### src/verilog/grcp_map.vh
// Constants for the report command parser: sub-codes, report lengths, field offsets, defaults.
// Assumes a packet framing layer outside that delivers de-stuffed payload bytes with start/end marks.
`ifndef GRCP_MAP_VH
`define GRCP_MAP_VH

`define GRCP_CMD_COMPACT 8'h23
`define GRCP_CMD_SAVE 8'h26
`define GRCP_CMD_CONFIG 8'h40
`define GRCP_CMD_FIXQ 8'h37
`define GRCP_COMPACT_LEN 6'h1d
`define GRCP_SAVE_LEN 6'h05
`define GRCP_CONFIG_LEN 6'h0b
`define GRCP_CONFIG_SET_LEN 6'h0b
`define GRCP_FLAGS_RST 8'h0e
`define GRCP_FLAGS_MASK 8'h1f
`define GRCP_HB_SENT_RST 8'h0b
`define GRCP_TOH_RST 16'h0000
`define GRCP_HB_RST 16'h0005
`define GRCP_LIMIT_MAX 16'h0e0f
`define GRCP_VEH_RST 32'h30303030
`define GRCP_ST_FIX_NONE 0
`define GRCP_ST_VSCALE 5
`define GRCP_ST_EPH 6
`define GRCP_ST_ALM 7

`endif

### src/verilog/grcp_cmd_rx.v
// Command byte collector: holds up to eleven payload bytes of one packet and counts them.
// Assumes the framing layer marks the first byte with start and the last with end.
`include "grcp_map.vh"

module grcp_cmd_rx
(
  // Clock and reset
  input wire clk_sys,
  input wire resetn,
  // Payload in
  input wire in_valid,
  input wire [7:0] in_byte,
  input wire in_start,
  input wire in_end,
  input wire accept,
  // Collected packet
  output reg pkt_done_r,
  output reg [5:0] pkt_len_r,
  output reg [87:0] pkt_bytes_r
);

  reg [5:0] cnt_r;

  always @(posedge clk_sys)
  begin
    if (!resetn)
    begin
      cnt_r <= 6'h00;
      pkt_len_r <= 6'h00;
      pkt_bytes_r <= 88'h0;
      pkt_done_r <= 1'b0;
    end
    else
    begin
      pkt_done_r <= 1'b0;
      if (in_valid && accept)
      begin
        // Bytes beyond eleven are counted but dropped; the length then marks the packet invalid.
        if (in_start)
        begin
          pkt_bytes_r <= {80'h0, in_byte};
          cnt_r <= 6'h01;
        end
        else if (cnt_r < 6'h0b)
        begin
          pkt_bytes_r[cnt_r*8 +: 8] <= in_byte;
          cnt_r <= cnt_r + 6'h01;
        end
        else if (cnt_r != 6'h3f)
        begin
          cnt_r <= cnt_r + 6'h01;
        end
        if (in_end)
        begin
          pkt_done_r <= 1'b1;
          pkt_len_r <= in_start ? 6'h01 : cnt_r + 6'h01;
        end
      end
    end
  end

endmodule // grcp_cmd_rx

### src/verilog/grcp_tx_ser.v
// Report serializer: sends a byte image of given length, lowest byte first, under ready back-pressure.
// Assumes the image stays stable from load until busy falls.
`include "grcp_map.vh"

module grcp_tx_ser
(
  // Clock and reset
  input wire clk_sys,
  input wire resetn,
  // Load
  input wire load,
  input wire [5:0] load_len,
  input wire [231:0] image,
  output wire busy,
  // Byte stream out
  output wire out_valid,
  output reg [7:0] out_byte_r,
  output reg out_last_r,
  input wire out_ready
);

  reg [5:0] idx_r;
  reg [5:0] len_r;
  reg act_r;

  assign busy = act_r;
  assign out_valid = act_r;

  always @(posedge clk_sys)
  begin
    if (!resetn)
    begin
      idx_r <= 6'h00;
      len_r <= 6'h00;
      act_r <= 1'b0;
      out_byte_r <= 8'h00;
      out_last_r <= 1'b0;
    end
    else if (load && !act_r)
    begin
      act_r <= 1'b1;
      len_r <= load_len;
      idx_r <= 6'h01;
      out_byte_r <= image[7:0];
      out_last_r <= (load_len == 6'h01);
    end
    else if (act_r && out_ready)
    begin
      if (out_last_r)
      begin
        act_r <= 1'b0;
        out_last_r <= 1'b0;
      end
      else
      begin
        out_byte_r <= image[idx_r*8 +: 8];
        out_last_r <= (idx_r + 6'h01 == len_r);
        idx_r <= idx_r + 6'h01;
      end
    end
  end

endmodule // grcp_tx_ser

### src/verilog/grcp_parser.v
// Top of the report command parser: decodes commands, holds settings, builds and sends reports.
// Assumes the fix data inputs come from same-clock logic and stay valid while fix_update is low.
`include "grcp_map.vh"

module grcp_parser
(
  // Clock and reset
  input wire clk_sys,
  input wire resetn,
  // Command payload from framing layer
  input wire cmd_valid,
  input wire [7:0] cmd_byte,
  input wire cmd_start,
  input wire cmd_end,
  output wire cmd_ready,
  // Report payload to framing layer
  output wire rpt_valid,
  output wire [7:0] rpt_byte,
  output wire rpt_last,
  input wire rpt_ready,
  // Latest fix from navigation logic
  input wire fix_update,
  input wire [31:0] fix_tow_ms,
  input wire [15:0] fix_week,
  input wire [7:0] fix_leap_s,
  input wire fix_none,
  input wire fix_diff_corrected,
  input wire fix_2d,
  input wire fix_alt_user,
  input wire fix_filtered,
  input wire fix_vel_x4,
  input wire fix_eph_new,
  input wire fix_alm_good,
  input wire [31:0] fix_lat,
  input wire [31:0] fix_lon,
  input wire [31:0] fix_alt_mm,
  input wire [15:0] fix_vel_e,
  input wire [15:0] fix_vel_n,
  input wire [15:0] fix_vel_u,
  // Superpacket output enable, set by the output-options command elsewhere
  input wire super_out_en,
  // Nonvolatile memory write handshake
  output reg nv_write_r,
  output reg [87:0] nv_data_r,
  input wire nv_done,
  // Settings and status
  output reg compact_armed_r,
  output reg [7:0] cfg_flags_r,
  output reg [7:0] cfg_hb_sentence_r,
  output reg [15:0] cfg_toh_offset_r,
  output reg [15:0] cfg_hb_interval_r,
  output reg [31:0] cfg_vehicle_label_r,
  output reg cmd_bad_r
);

  // ****
  // State codes and storage
  // ****
  localparam ST_IDLE = 2'd0;
  localparam ST_NVWAIT = 2'd1;
  localparam ST_SEND = 2'd2;

  reg [1:0] state_r;
  reg [231:0] img_r;
  reg [5:0] img_len_r;
  reg load_r;
  reg auto_pend_r;
  wire pkt_done;
  wire [5:0] pkt_len;
  wire [87:0] pkt;
  wire ser_busy;

  // ****
  // Field helpers
  // ****
  // Byte n of a packet image.
  function [7:0] pbyte;
    input [87:0] b;
    input [3:0] n;
    begin
      pbyte = b[n*8 +: 8];
    end
  endfunction

  // Big-endian 16-bit field from two payload bytes.
  function [15:0] be16;
    input [7:0] hi;
    input [7:0] lo;
    begin
      be16 = {hi, lo};
    end
  endfunction

  // Heartbeat sentence codes that the automatic output knows; any other would leave it silent.
  function sentence_known;
    input [7:0] code;
    begin
      case (code)
        8'h00, 8'h02, 8'h06, 8'h08, 8'h0b, 8'h0e, 8'h0f, 8'h10:
          sentence_known = 1'b1;
        default:
          sentence_known = 1'b0;
      endcase
    end
  endfunction

  // ****
  // Byte collector and serializer
  // ****
  // Commands are taken only while idle; a packet in flight holds the link off.
  assign cmd_ready = (state_r == ST_IDLE) && !load_r;

  grcp_cmd_rx u_rx
  (
    .clk_sys(clk_sys),
    .resetn(resetn),
    .in_valid(cmd_valid),
    .in_byte(cmd_byte),
    .in_start(cmd_start),
    .in_end(cmd_end),
    .accept(cmd_ready),
    .pkt_done_r(pkt_done),
    .pkt_len_r(pkt_len),
    .pkt_bytes_r(pkt)
  );

  grcp_tx_ser u_tx
  (
    .clk_sys(clk_sys),
    .resetn(resetn),
    .load(load_r),
    .load_len(img_len_r),
    .image(img_r),
    .busy(ser_busy),
    .out_valid(rpt_valid),
    .out_byte_r(rpt_byte),
    .out_last_r(rpt_last),
    .out_ready(rpt_ready)
  );

  // ****
  // Report images
  // ****
  // Compact report image: fields are most significant byte first, byte 0 lowest.
  wire [7:0] status_byte;
  assign status_byte = {fix_alm_good, fix_eph_new, fix_vel_x4, fix_filtered,
                        fix_alt_user, fix_2d, fix_diff_corrected, fix_none};
  wire [231:0] compact_img;
  assign compact_img = {
    16'h0000,
    fix_vel_u[7:0], fix_vel_u[15:8],
    fix_vel_n[7:0], fix_vel_n[15:8],
    fix_vel_e[7:0], fix_vel_e[15:8],
    fix_alt_mm[7:0], fix_alt_mm[15:8], fix_alt_mm[23:16], fix_alt_mm[31:24],
    fix_lon[7:0], fix_lon[15:8], fix_lon[23:16], fix_lon[31:24],
    fix_lat[7:0], fix_lat[15:8], fix_lat[23:16], fix_lat[31:24],
    status_byte,
    fix_leap_s,
    fix_week[7:0], fix_week[15:8],
    fix_tow_ms[7:0], fix_tow_ms[15:8], fix_tow_ms[23:16], fix_tow_ms[31:24],
    `GRCP_CMD_COMPACT};

  wire [87:0] cfg_img;
  assign cfg_img = {cfg_vehicle_label_r[7:0], cfg_vehicle_label_r[15:8],
                    cfg_vehicle_label_r[23:16], cfg_vehicle_label_r[31:24],
                    cfg_hb_interval_r[7:0], cfg_hb_interval_r[15:8],
                    cfg_toh_offset_r[7:0], cfg_toh_offset_r[15:8],
                    cfg_hb_sentence_r, cfg_flags_r, `GRCP_CMD_CONFIG};

  // The save status carries its sub-code and four reserved bytes sent as zero.
  wire [231:0] save_img;
  assign save_img = {192'h0, 32'h0, `GRCP_CMD_SAVE};
  // A set is answered with what it stored, so the reserved flag bits read back as zero.
  wire [231:0] set_echo_img;
  assign set_echo_img = {144'h0, pkt[87:8] & 80'hffffffffffffffffff1f, `GRCP_CMD_CONFIG};

  // ****
  // Settings set form
  // ****
  wire [15:0] set_toh;
  wire [15:0] set_hb;
  wire set_ok;
  assign set_toh = be16(pbyte(pkt, 4'd3), pbyte(pkt, 4'd4));
  assign set_hb = be16(pbyte(pkt, 4'd5), pbyte(pkt, 4'd6));
  // Out-of-range times or an unknown sentence code make the whole set invalid rather than clamping.
  assign set_ok = (set_toh <= `GRCP_LIMIT_MAX) && (set_hb <= `GRCP_LIMIT_MAX) &&
                  sentence_known(pbyte(pkt, 4'd2));

  wire [7:0] sub;
  assign sub = pbyte(pkt, 4'd0);

  // ****
  // Command decode
  // ****
  // A packet of the sub-code alone is the bare form of every command handled here.
  // Anything that fits no form, a wrong length included, is answered by a one-cycle cmd_bad_r if pkt_done finds the sequencer still in ST_IDLE.
  wire bare;
  wire is_fix_req;
  wire is_arm_ctl;
  wire is_fix_query;
  wire is_save_req;
  wire is_cfg_query;
  wire is_cfg_set;
  assign bare = (pkt_len == 6'h01);
  assign is_fix_req = (sub == `GRCP_CMD_COMPACT) && bare;
  assign is_arm_ctl = (sub == `GRCP_CMD_COMPACT) && (pkt_len == 6'h02) && (pbyte(pkt, 4'd1) <= 8'h01);
  // The fix query is refused while the compact report is not armed.
  assign is_fix_query = (sub == `GRCP_CMD_FIXQ) && bare && compact_armed_r;
  assign is_save_req = (sub == `GRCP_CMD_SAVE) && bare;
  assign is_cfg_query = (sub == `GRCP_CMD_CONFIG) && bare;
  assign is_cfg_set = (sub == `GRCP_CMD_CONFIG) && (pkt_len == `GRCP_CONFIG_SET_LEN) && set_ok;

  // ****
  // Automatic report request
  // ****
  // A fix landing in the cycle a waiting report is taken queues the next one, so the set wins.
  // Dropping the arm or the superpacket enable withdraws a waiting report, since output needs both.
  wire auto_take;
  assign auto_take = (state_r == ST_IDLE) && !pkt_done && !load_r && auto_pend_r &&
                     compact_armed_r && super_out_en;
  always @(posedge clk_sys)
  begin
    if (!resetn)
      auto_pend_r <= 1'b0;
    else if (fix_update && compact_armed_r && super_out_en)
      auto_pend_r <= 1'b1;
    else if (auto_take || !compact_armed_r || !super_out_en)
      auto_pend_r <= 1'b0;
  end

  // ****
  // Main sequencer
  // ****
  always @(posedge clk_sys)
  begin
    if (!resetn)
    begin
      state_r <= ST_IDLE;
      img_r <= 232'h0;
      img_len_r <= 6'h00;
      load_r <= 1'b0;
      nv_write_r <= 1'b0;
      nv_data_r <= 88'h0;
      compact_armed_r <= 1'b0;
      cfg_flags_r <= `GRCP_FLAGS_RST;
      cfg_hb_sentence_r <= `GRCP_HB_SENT_RST;
      cfg_toh_offset_r <= `GRCP_TOH_RST;
      cfg_hb_interval_r <= `GRCP_HB_RST;
      cfg_vehicle_label_r <= `GRCP_VEH_RST;
      cmd_bad_r <= 1'b0;
    end
    else
    begin
      load_r <= 1'b0;
      nv_write_r <= 1'b0;
      cmd_bad_r <= 1'b0;
      case (state_r)
        ST_IDLE:
        begin
          if (pkt_done && !load_r)
          begin
            if (is_fix_req)
            begin
              img_r <= compact_img;
              img_len_r <= `GRCP_COMPACT_LEN;
              load_r <= 1'b1;
              state_r <= ST_SEND;
            end
            else if (is_arm_ctl)
            begin
              compact_armed_r <= pbyte(pkt, 4'd1) == 8'h01;
            end
            else if (is_fix_query)
            begin
              img_r <= compact_img;
              img_len_r <= `GRCP_COMPACT_LEN;
              load_r <= 1'b1;
              state_r <= ST_SEND;
            end
            else if (is_save_req)
            begin
              nv_data_r <= cfg_img;
              nv_write_r <= 1'b1;
              state_r <= ST_NVWAIT;
            end
            else if (is_cfg_query)
            begin
              img_r <= {144'h0, cfg_img};
              img_len_r <= `GRCP_CONFIG_LEN;
              load_r <= 1'b1;
              state_r <= ST_SEND;
            end
            else if (is_cfg_set)
            begin
              cfg_flags_r <= pbyte(pkt, 4'd1) & `GRCP_FLAGS_MASK;
              cfg_hb_sentence_r <= pbyte(pkt, 4'd2);
              cfg_toh_offset_r <= set_toh;
              cfg_hb_interval_r <= set_hb;
              cfg_vehicle_label_r <= {pbyte(pkt, 4'd7), pbyte(pkt, 4'd8),
                                      pbyte(pkt, 4'd9), pbyte(pkt, 4'd10)};
              img_r <= set_echo_img;
              img_len_r <= `GRCP_CONFIG_LEN;
              load_r <= 1'b1;
              state_r <= ST_SEND;
            end
            else
              cmd_bad_r <= 1'b1;
          end
          else if (auto_take)
          begin
            img_r <= compact_img;
            img_len_r <= `GRCP_COMPACT_LEN;
            load_r <= 1'b1;
            state_r <= ST_SEND;
          end
        end
        ST_NVWAIT:
        begin
          // The status report waits for the memory to finish, however long it takes.
          if (nv_done)
          begin
            img_r <= save_img;
            img_len_r <= `GRCP_SAVE_LEN;
            load_r <= 1'b1;
            state_r <= ST_SEND;
          end
        end
        ST_SEND:
        begin
          // load_r covers the one cycle before the serializer shows busy.
          if (!load_r && !ser_busy)
            state_r <= ST_IDLE;
        end
        default:
          state_r <= ST_IDLE;
      endcase
    end
  end

endmodule // grcp_parser

### config.mk
export PLATFORM = sky130hd
export DESIGN_NAME = grcp_parser
export DESIGN_NICKNAME = d
export VERILOG_FILES = /design/src/verilog/grcp_cmd_rx.v /design/src/verilog/grcp_tx_ser.v /design/src/verilog/grcp_parser.v
export VERILOG_INCLUDE_DIRS = /design/src /design/src/verilog
export SDC_FILE = /design/constraint.sdc
export NUM_CORES = 1
export LEC_CHECK = 0
export BUFFER_PORTS_ARGS = -buffer_cell sky130_fd_sc_hd__buf_2
export CAP_MARGIN = 20
export CORE_MARGIN = 1.5
export CORE_UTILIZATION = 50
export CTS_CLUSTER_DIAMETER = 50
export DETAILED_ROUTE_END_ITERATION = 12
export PLACE_DENSITY = 0.78
export SLEW_MARGIN = 10
export SYNTH_ARGS = -nofsm -noshare
export SYNTH_HDL_FRONTEND = slang
export SYNTH_HIERARCHICAL = 1
export SYNTH_SLANG_ARGS = --single-unit
### constraint.sdc
create_clock -name clk_sys -period 2.76 [get_ports clk_sys]
set_input_delay 0.69 -clock clk_sys [delete_from_list [all_inputs] [get_ports clk_sys]]
set_output_delay 0.69 -clock clk_sys [all_outputs]
set_load 0.1 [all_outputs]
==> reports/results.txt <==
Skew final: 0.0197 ns
Die area: 0.0478 sq mm
Startpoint Class: flop
Site Rows: 78
Initial antenna violation count: 2
Critical-path top delay cell: or4_1
Vias: 20700
Clock slew at reported path FFs: 0.06 ns
Reg-to-Reg End: u_rx/pkt_bytes_r[33]
Crit-path cells: or2_4 -> or4_1 -> ha_4 -> and2b_2 -> nand2b_4 -> o41ai_2 -> buf_4 -> nor2_1 -> a41o_1
Largest net degree at the start of global routing: 128
Final Power: 16700 uW
Final period utilization: 98.4%
Hold/Removal Path Class: in2reg
Synth async-reset ratio: 0%
Fillers: 3834
Reg-to-reg setup timing slack: 0.05 ns
Max-slew headroom: 23.8%
CTS sink cnt: 499
Leak Pwr: 0.0120 uW
Core ar.: 0.0457 sq mm
Total CTS buffers: 55
Num ports: 407
Clock Latency Late Sink: 0.62 ns
Placed Area: 0.0259 sq mm
CTS tree: yes
Synthesis Warnings: 6
Initial Util: 50.9%
Area of the multi-input gates: 0.0122 sq mm
Post-DRT Antenna Nets: 0
Worst Max-Slew Pin Slew: 1.13 ns
F_max: 368 MHz
Vias in the first global route: 19700
Layout cells sized above 1: 23.0%
Hold Path Origin: fix_update
Worst Path Max Fanout: 12
Final setup violation count: 0
Fin. Hold Viols: 0
Unrepaired setup endpoints after global routing: no
Routed len/inst: 21.1 um
RePlAce Congestion: 0.965
Data required, critical path: 3.26 ns
Critical path class: reg2reg
Tot GR Track Use: 30.1%
Status: completed
Port bufs: 393
Most used DFF post-synth: dfxtp_1
CTS max path bufs: 3
Setup crit end kind: flop
Final WL: 74800 um
Crit path DAT: 3.22 ns
Root buf cell: clkbuf_16
Post-synth EDFFs: 0
Avg Inst Size Synth: 9.14 sq um
Pwr dens: 598 mW/mm^2
Wire length of the first global-routing pass: 112000 um
Initial drt markers: 1878
Final Util: 61.0%
Vias per cell: 5.84
Sequential cell area: 0.0100 sq mm
Sequential share of the synthesized area: 42.9%
Die Height: 219 um
Synth unique cells: 100
Synthesized cell area: 0.0233 sq mm
CTS HTree Levels: 2
Syn Inst Count: 2544
Max Cap Viol: 0
Critical path launch point: u_rx/cnt_r[0]
Hpwl dp: 55100 um
Crit path to: u_rx/pkt_bytes_r[33]
Slowest stage delay, CP: 0.46 ns
Die Span X: 219 um
Yosys reg bits: 499
Final Max Slew Viols: 0
Reg2reg path depth: 9
Area Overhead vs Synth: 19.8%
Min Tclk post-route: 2.71 ns
Fin area: 0.0279 sq mm
Nets@finish: 3135
Grt total ovfl: 0
DRT Pass-1 Iters: 6
Reg2reg start: u_rx/cnt_r[0]
Worst VDD drop: 0.608 mV
# DRC: 0
Total negative slack: 0 ns
==> sequential cells by signal, indices dropped and copies added, names as in the netlist <==
name,count
auto_pend_r,1
compact_armed_r,1
u_tx/out_byte_r,8
u_rx/pkt_done_r,1
cfg_toh_offset_r,16
cfg_hb_sentence_r,8
u_rx/pkt_len_r,6
img_r,212
u_tx/idx_r,6
u_tx/busy,1
nv_data_r,78
state_r,2
u_rx/pkt_bytes_r,88
img_len_r,2
u_rx/cnt_r,6
cmd_bad_r,1
cfg_flags_r,5
cfg_vehicle_label_r,32
cfg_hb_interval_r,16
nv_write_r,1
u_tx/len_r,6
u_tx/out_last_r,1
load_r,1
==> synthesized netlist by cell type (15+ instances only) <==
cell | count | area (sq um)
mux2i_1 | 337 | 3370
dfxtp_1 | 499 | 9990
nor2_1 | 163 | 612
a21oi_1 | 249 | 1250
a32o_1 | 16 | 160
o21ai_0 | 18 | 90.1
nor3_1 | 16 | 80.1
nand2_1 | 535 | 2010
mux4_2 | 40 | 901
nor3b_1 | 15 | 113
clkbuf_1 | 112 | 420
buf_4 | 20 | 150
buf_2 | 54 | 270
a211oi_1 | 85 | 638
a22o_1 | 21 | 184
nand3_1 | 43 | 215
o2bb2ai_1 | 17 | 149
nor2b_1 | 21 | 131
==> kinds of logic (layout without fill, tap and decap cells) <==
| logic type | after synthesis | in the layout | share of synthesized area (%) |
|---|---|---|---|
| AOI/OAI and AO/OA | 517 | 517 | 14.7 |
| xor gates and xnor gates | 15 | 15 | 0.565 |
| adders and majority gates | 6 | 6 | 0.323 |
| buffers and inverters | 229 | 594 | 5.63 |
| DFF | 499 | 499 | 42.9 |
| muxes | 378 | 378 | 18.4 |
| other | 1 | 39 | 0.0161 |
| and+or+nand+nor | 899 | 899 | 17.4 |
==> through the flow <==
| step | hold slack (ns) | cells | setup WS [ns] |
|---|---|---|---|
| final | 0.299 | 3547 | 0.0451 |
| after CTS | 0.279 | 3539 | 0.0490 |
| after global placement | 0.436 | 3441 | 0.135 |
| after global routing | 0.314 | 3547 | 0.00321 |
| after floorplan | 0.433 | 2580 | -0.00401 |
| after detailed placement | 0.441 | 3441 | 0.0811 |
==> repair_timing <==
action | in CTS | in global routing
endpoints found under the setup margin | 0 | 55
resized for setup | 0 | 5
buffers inserted | 0 | 6
hold buffers | 0 | 0
==> layout make-up <==
cell class / count / share of cell area [%]
clock buffers: 80 / 5.82
clock inverters: 18 / 0.925
well taps: 600 / 2.69
diodes: 2 / 0.0180
inverters: 7 / 0.112
multi-input cells: 1852 / 43.8
flip-flops and latches: 499 / 35.9
repair buffers: 489 / 10.8
==> worst max-delay path: cells and delay by family (launching register included) <==
kind                     cells  cell delay [ns]
buffers and inverters        1             0.22
AO/OA/AOI/OAI                2             0.58
flip-flops                   1             0.31
AND/OR/NAND/NOR              5             1.18
adder cells (fa/ha/maj)      1             0.31
==> layout by cell type (no fill, tap or decap), types with 17 or more instances in the layout <==
master | netlist | layout
o21ai_0 | 18 | 18
buf_4 | 20 | 69
a21oi_1 | 249 | 249
conb_1 | 1 | 37
nor2b_1 | 21 | 21
a22o_1 | 21 | 21
mux4_2 | 40 | 40
a211oi_1 | 85 | 85
o2bb2ai_1 | 17 | 17
nand2_1 | 535 | 535
dfxtp_1 | 499 | 496
nor2_1 | 163 | 162
nand3_1 | 43 | 43
clkbuf_16 | 0 | 56
mux2i_1 | 337 | 337
buf_12 | 5 | 24
buf_2 | 54 | 392
==> routing by layer <==
layer / vias up / wire [um] / global-route usage [%] / part of all wire [%]
met5: - / 0 / 0 / 0
met4: 0 / 3380 / 13.1 / 4.5
met3: 202 / 5910 / 5.79 / 7.9
met2: 948 / 34600 / 48.3 / 46
met1: 9910 / 30900 / 39.5 / 41
li1: 9656 / - / - / -
==> worst min-delay path by stage <==
stage,to,slack (ns),cells past startpoint
2_1_floorplan,u_rx/pkt_bytes_r[15],0.43,1
3_3_place_gp,nv_data_r[55],0.44,2
3_5_place_dp,nv_data_r[56],0.44,2
4_1_cts,auto_pend_r,0.28,3
5_1_grt,img_r[181],0.31,3
6_report,auto_pend_r,0.30,3
==> power by group <==
part | internal [uW] | switching (uW)
registers | 7350 | 106
clock network | 4550 | 3070
logic | 587 | 1000
total | 12500 | 4180
Note: power is estimated with default switching activity, not from simulation.
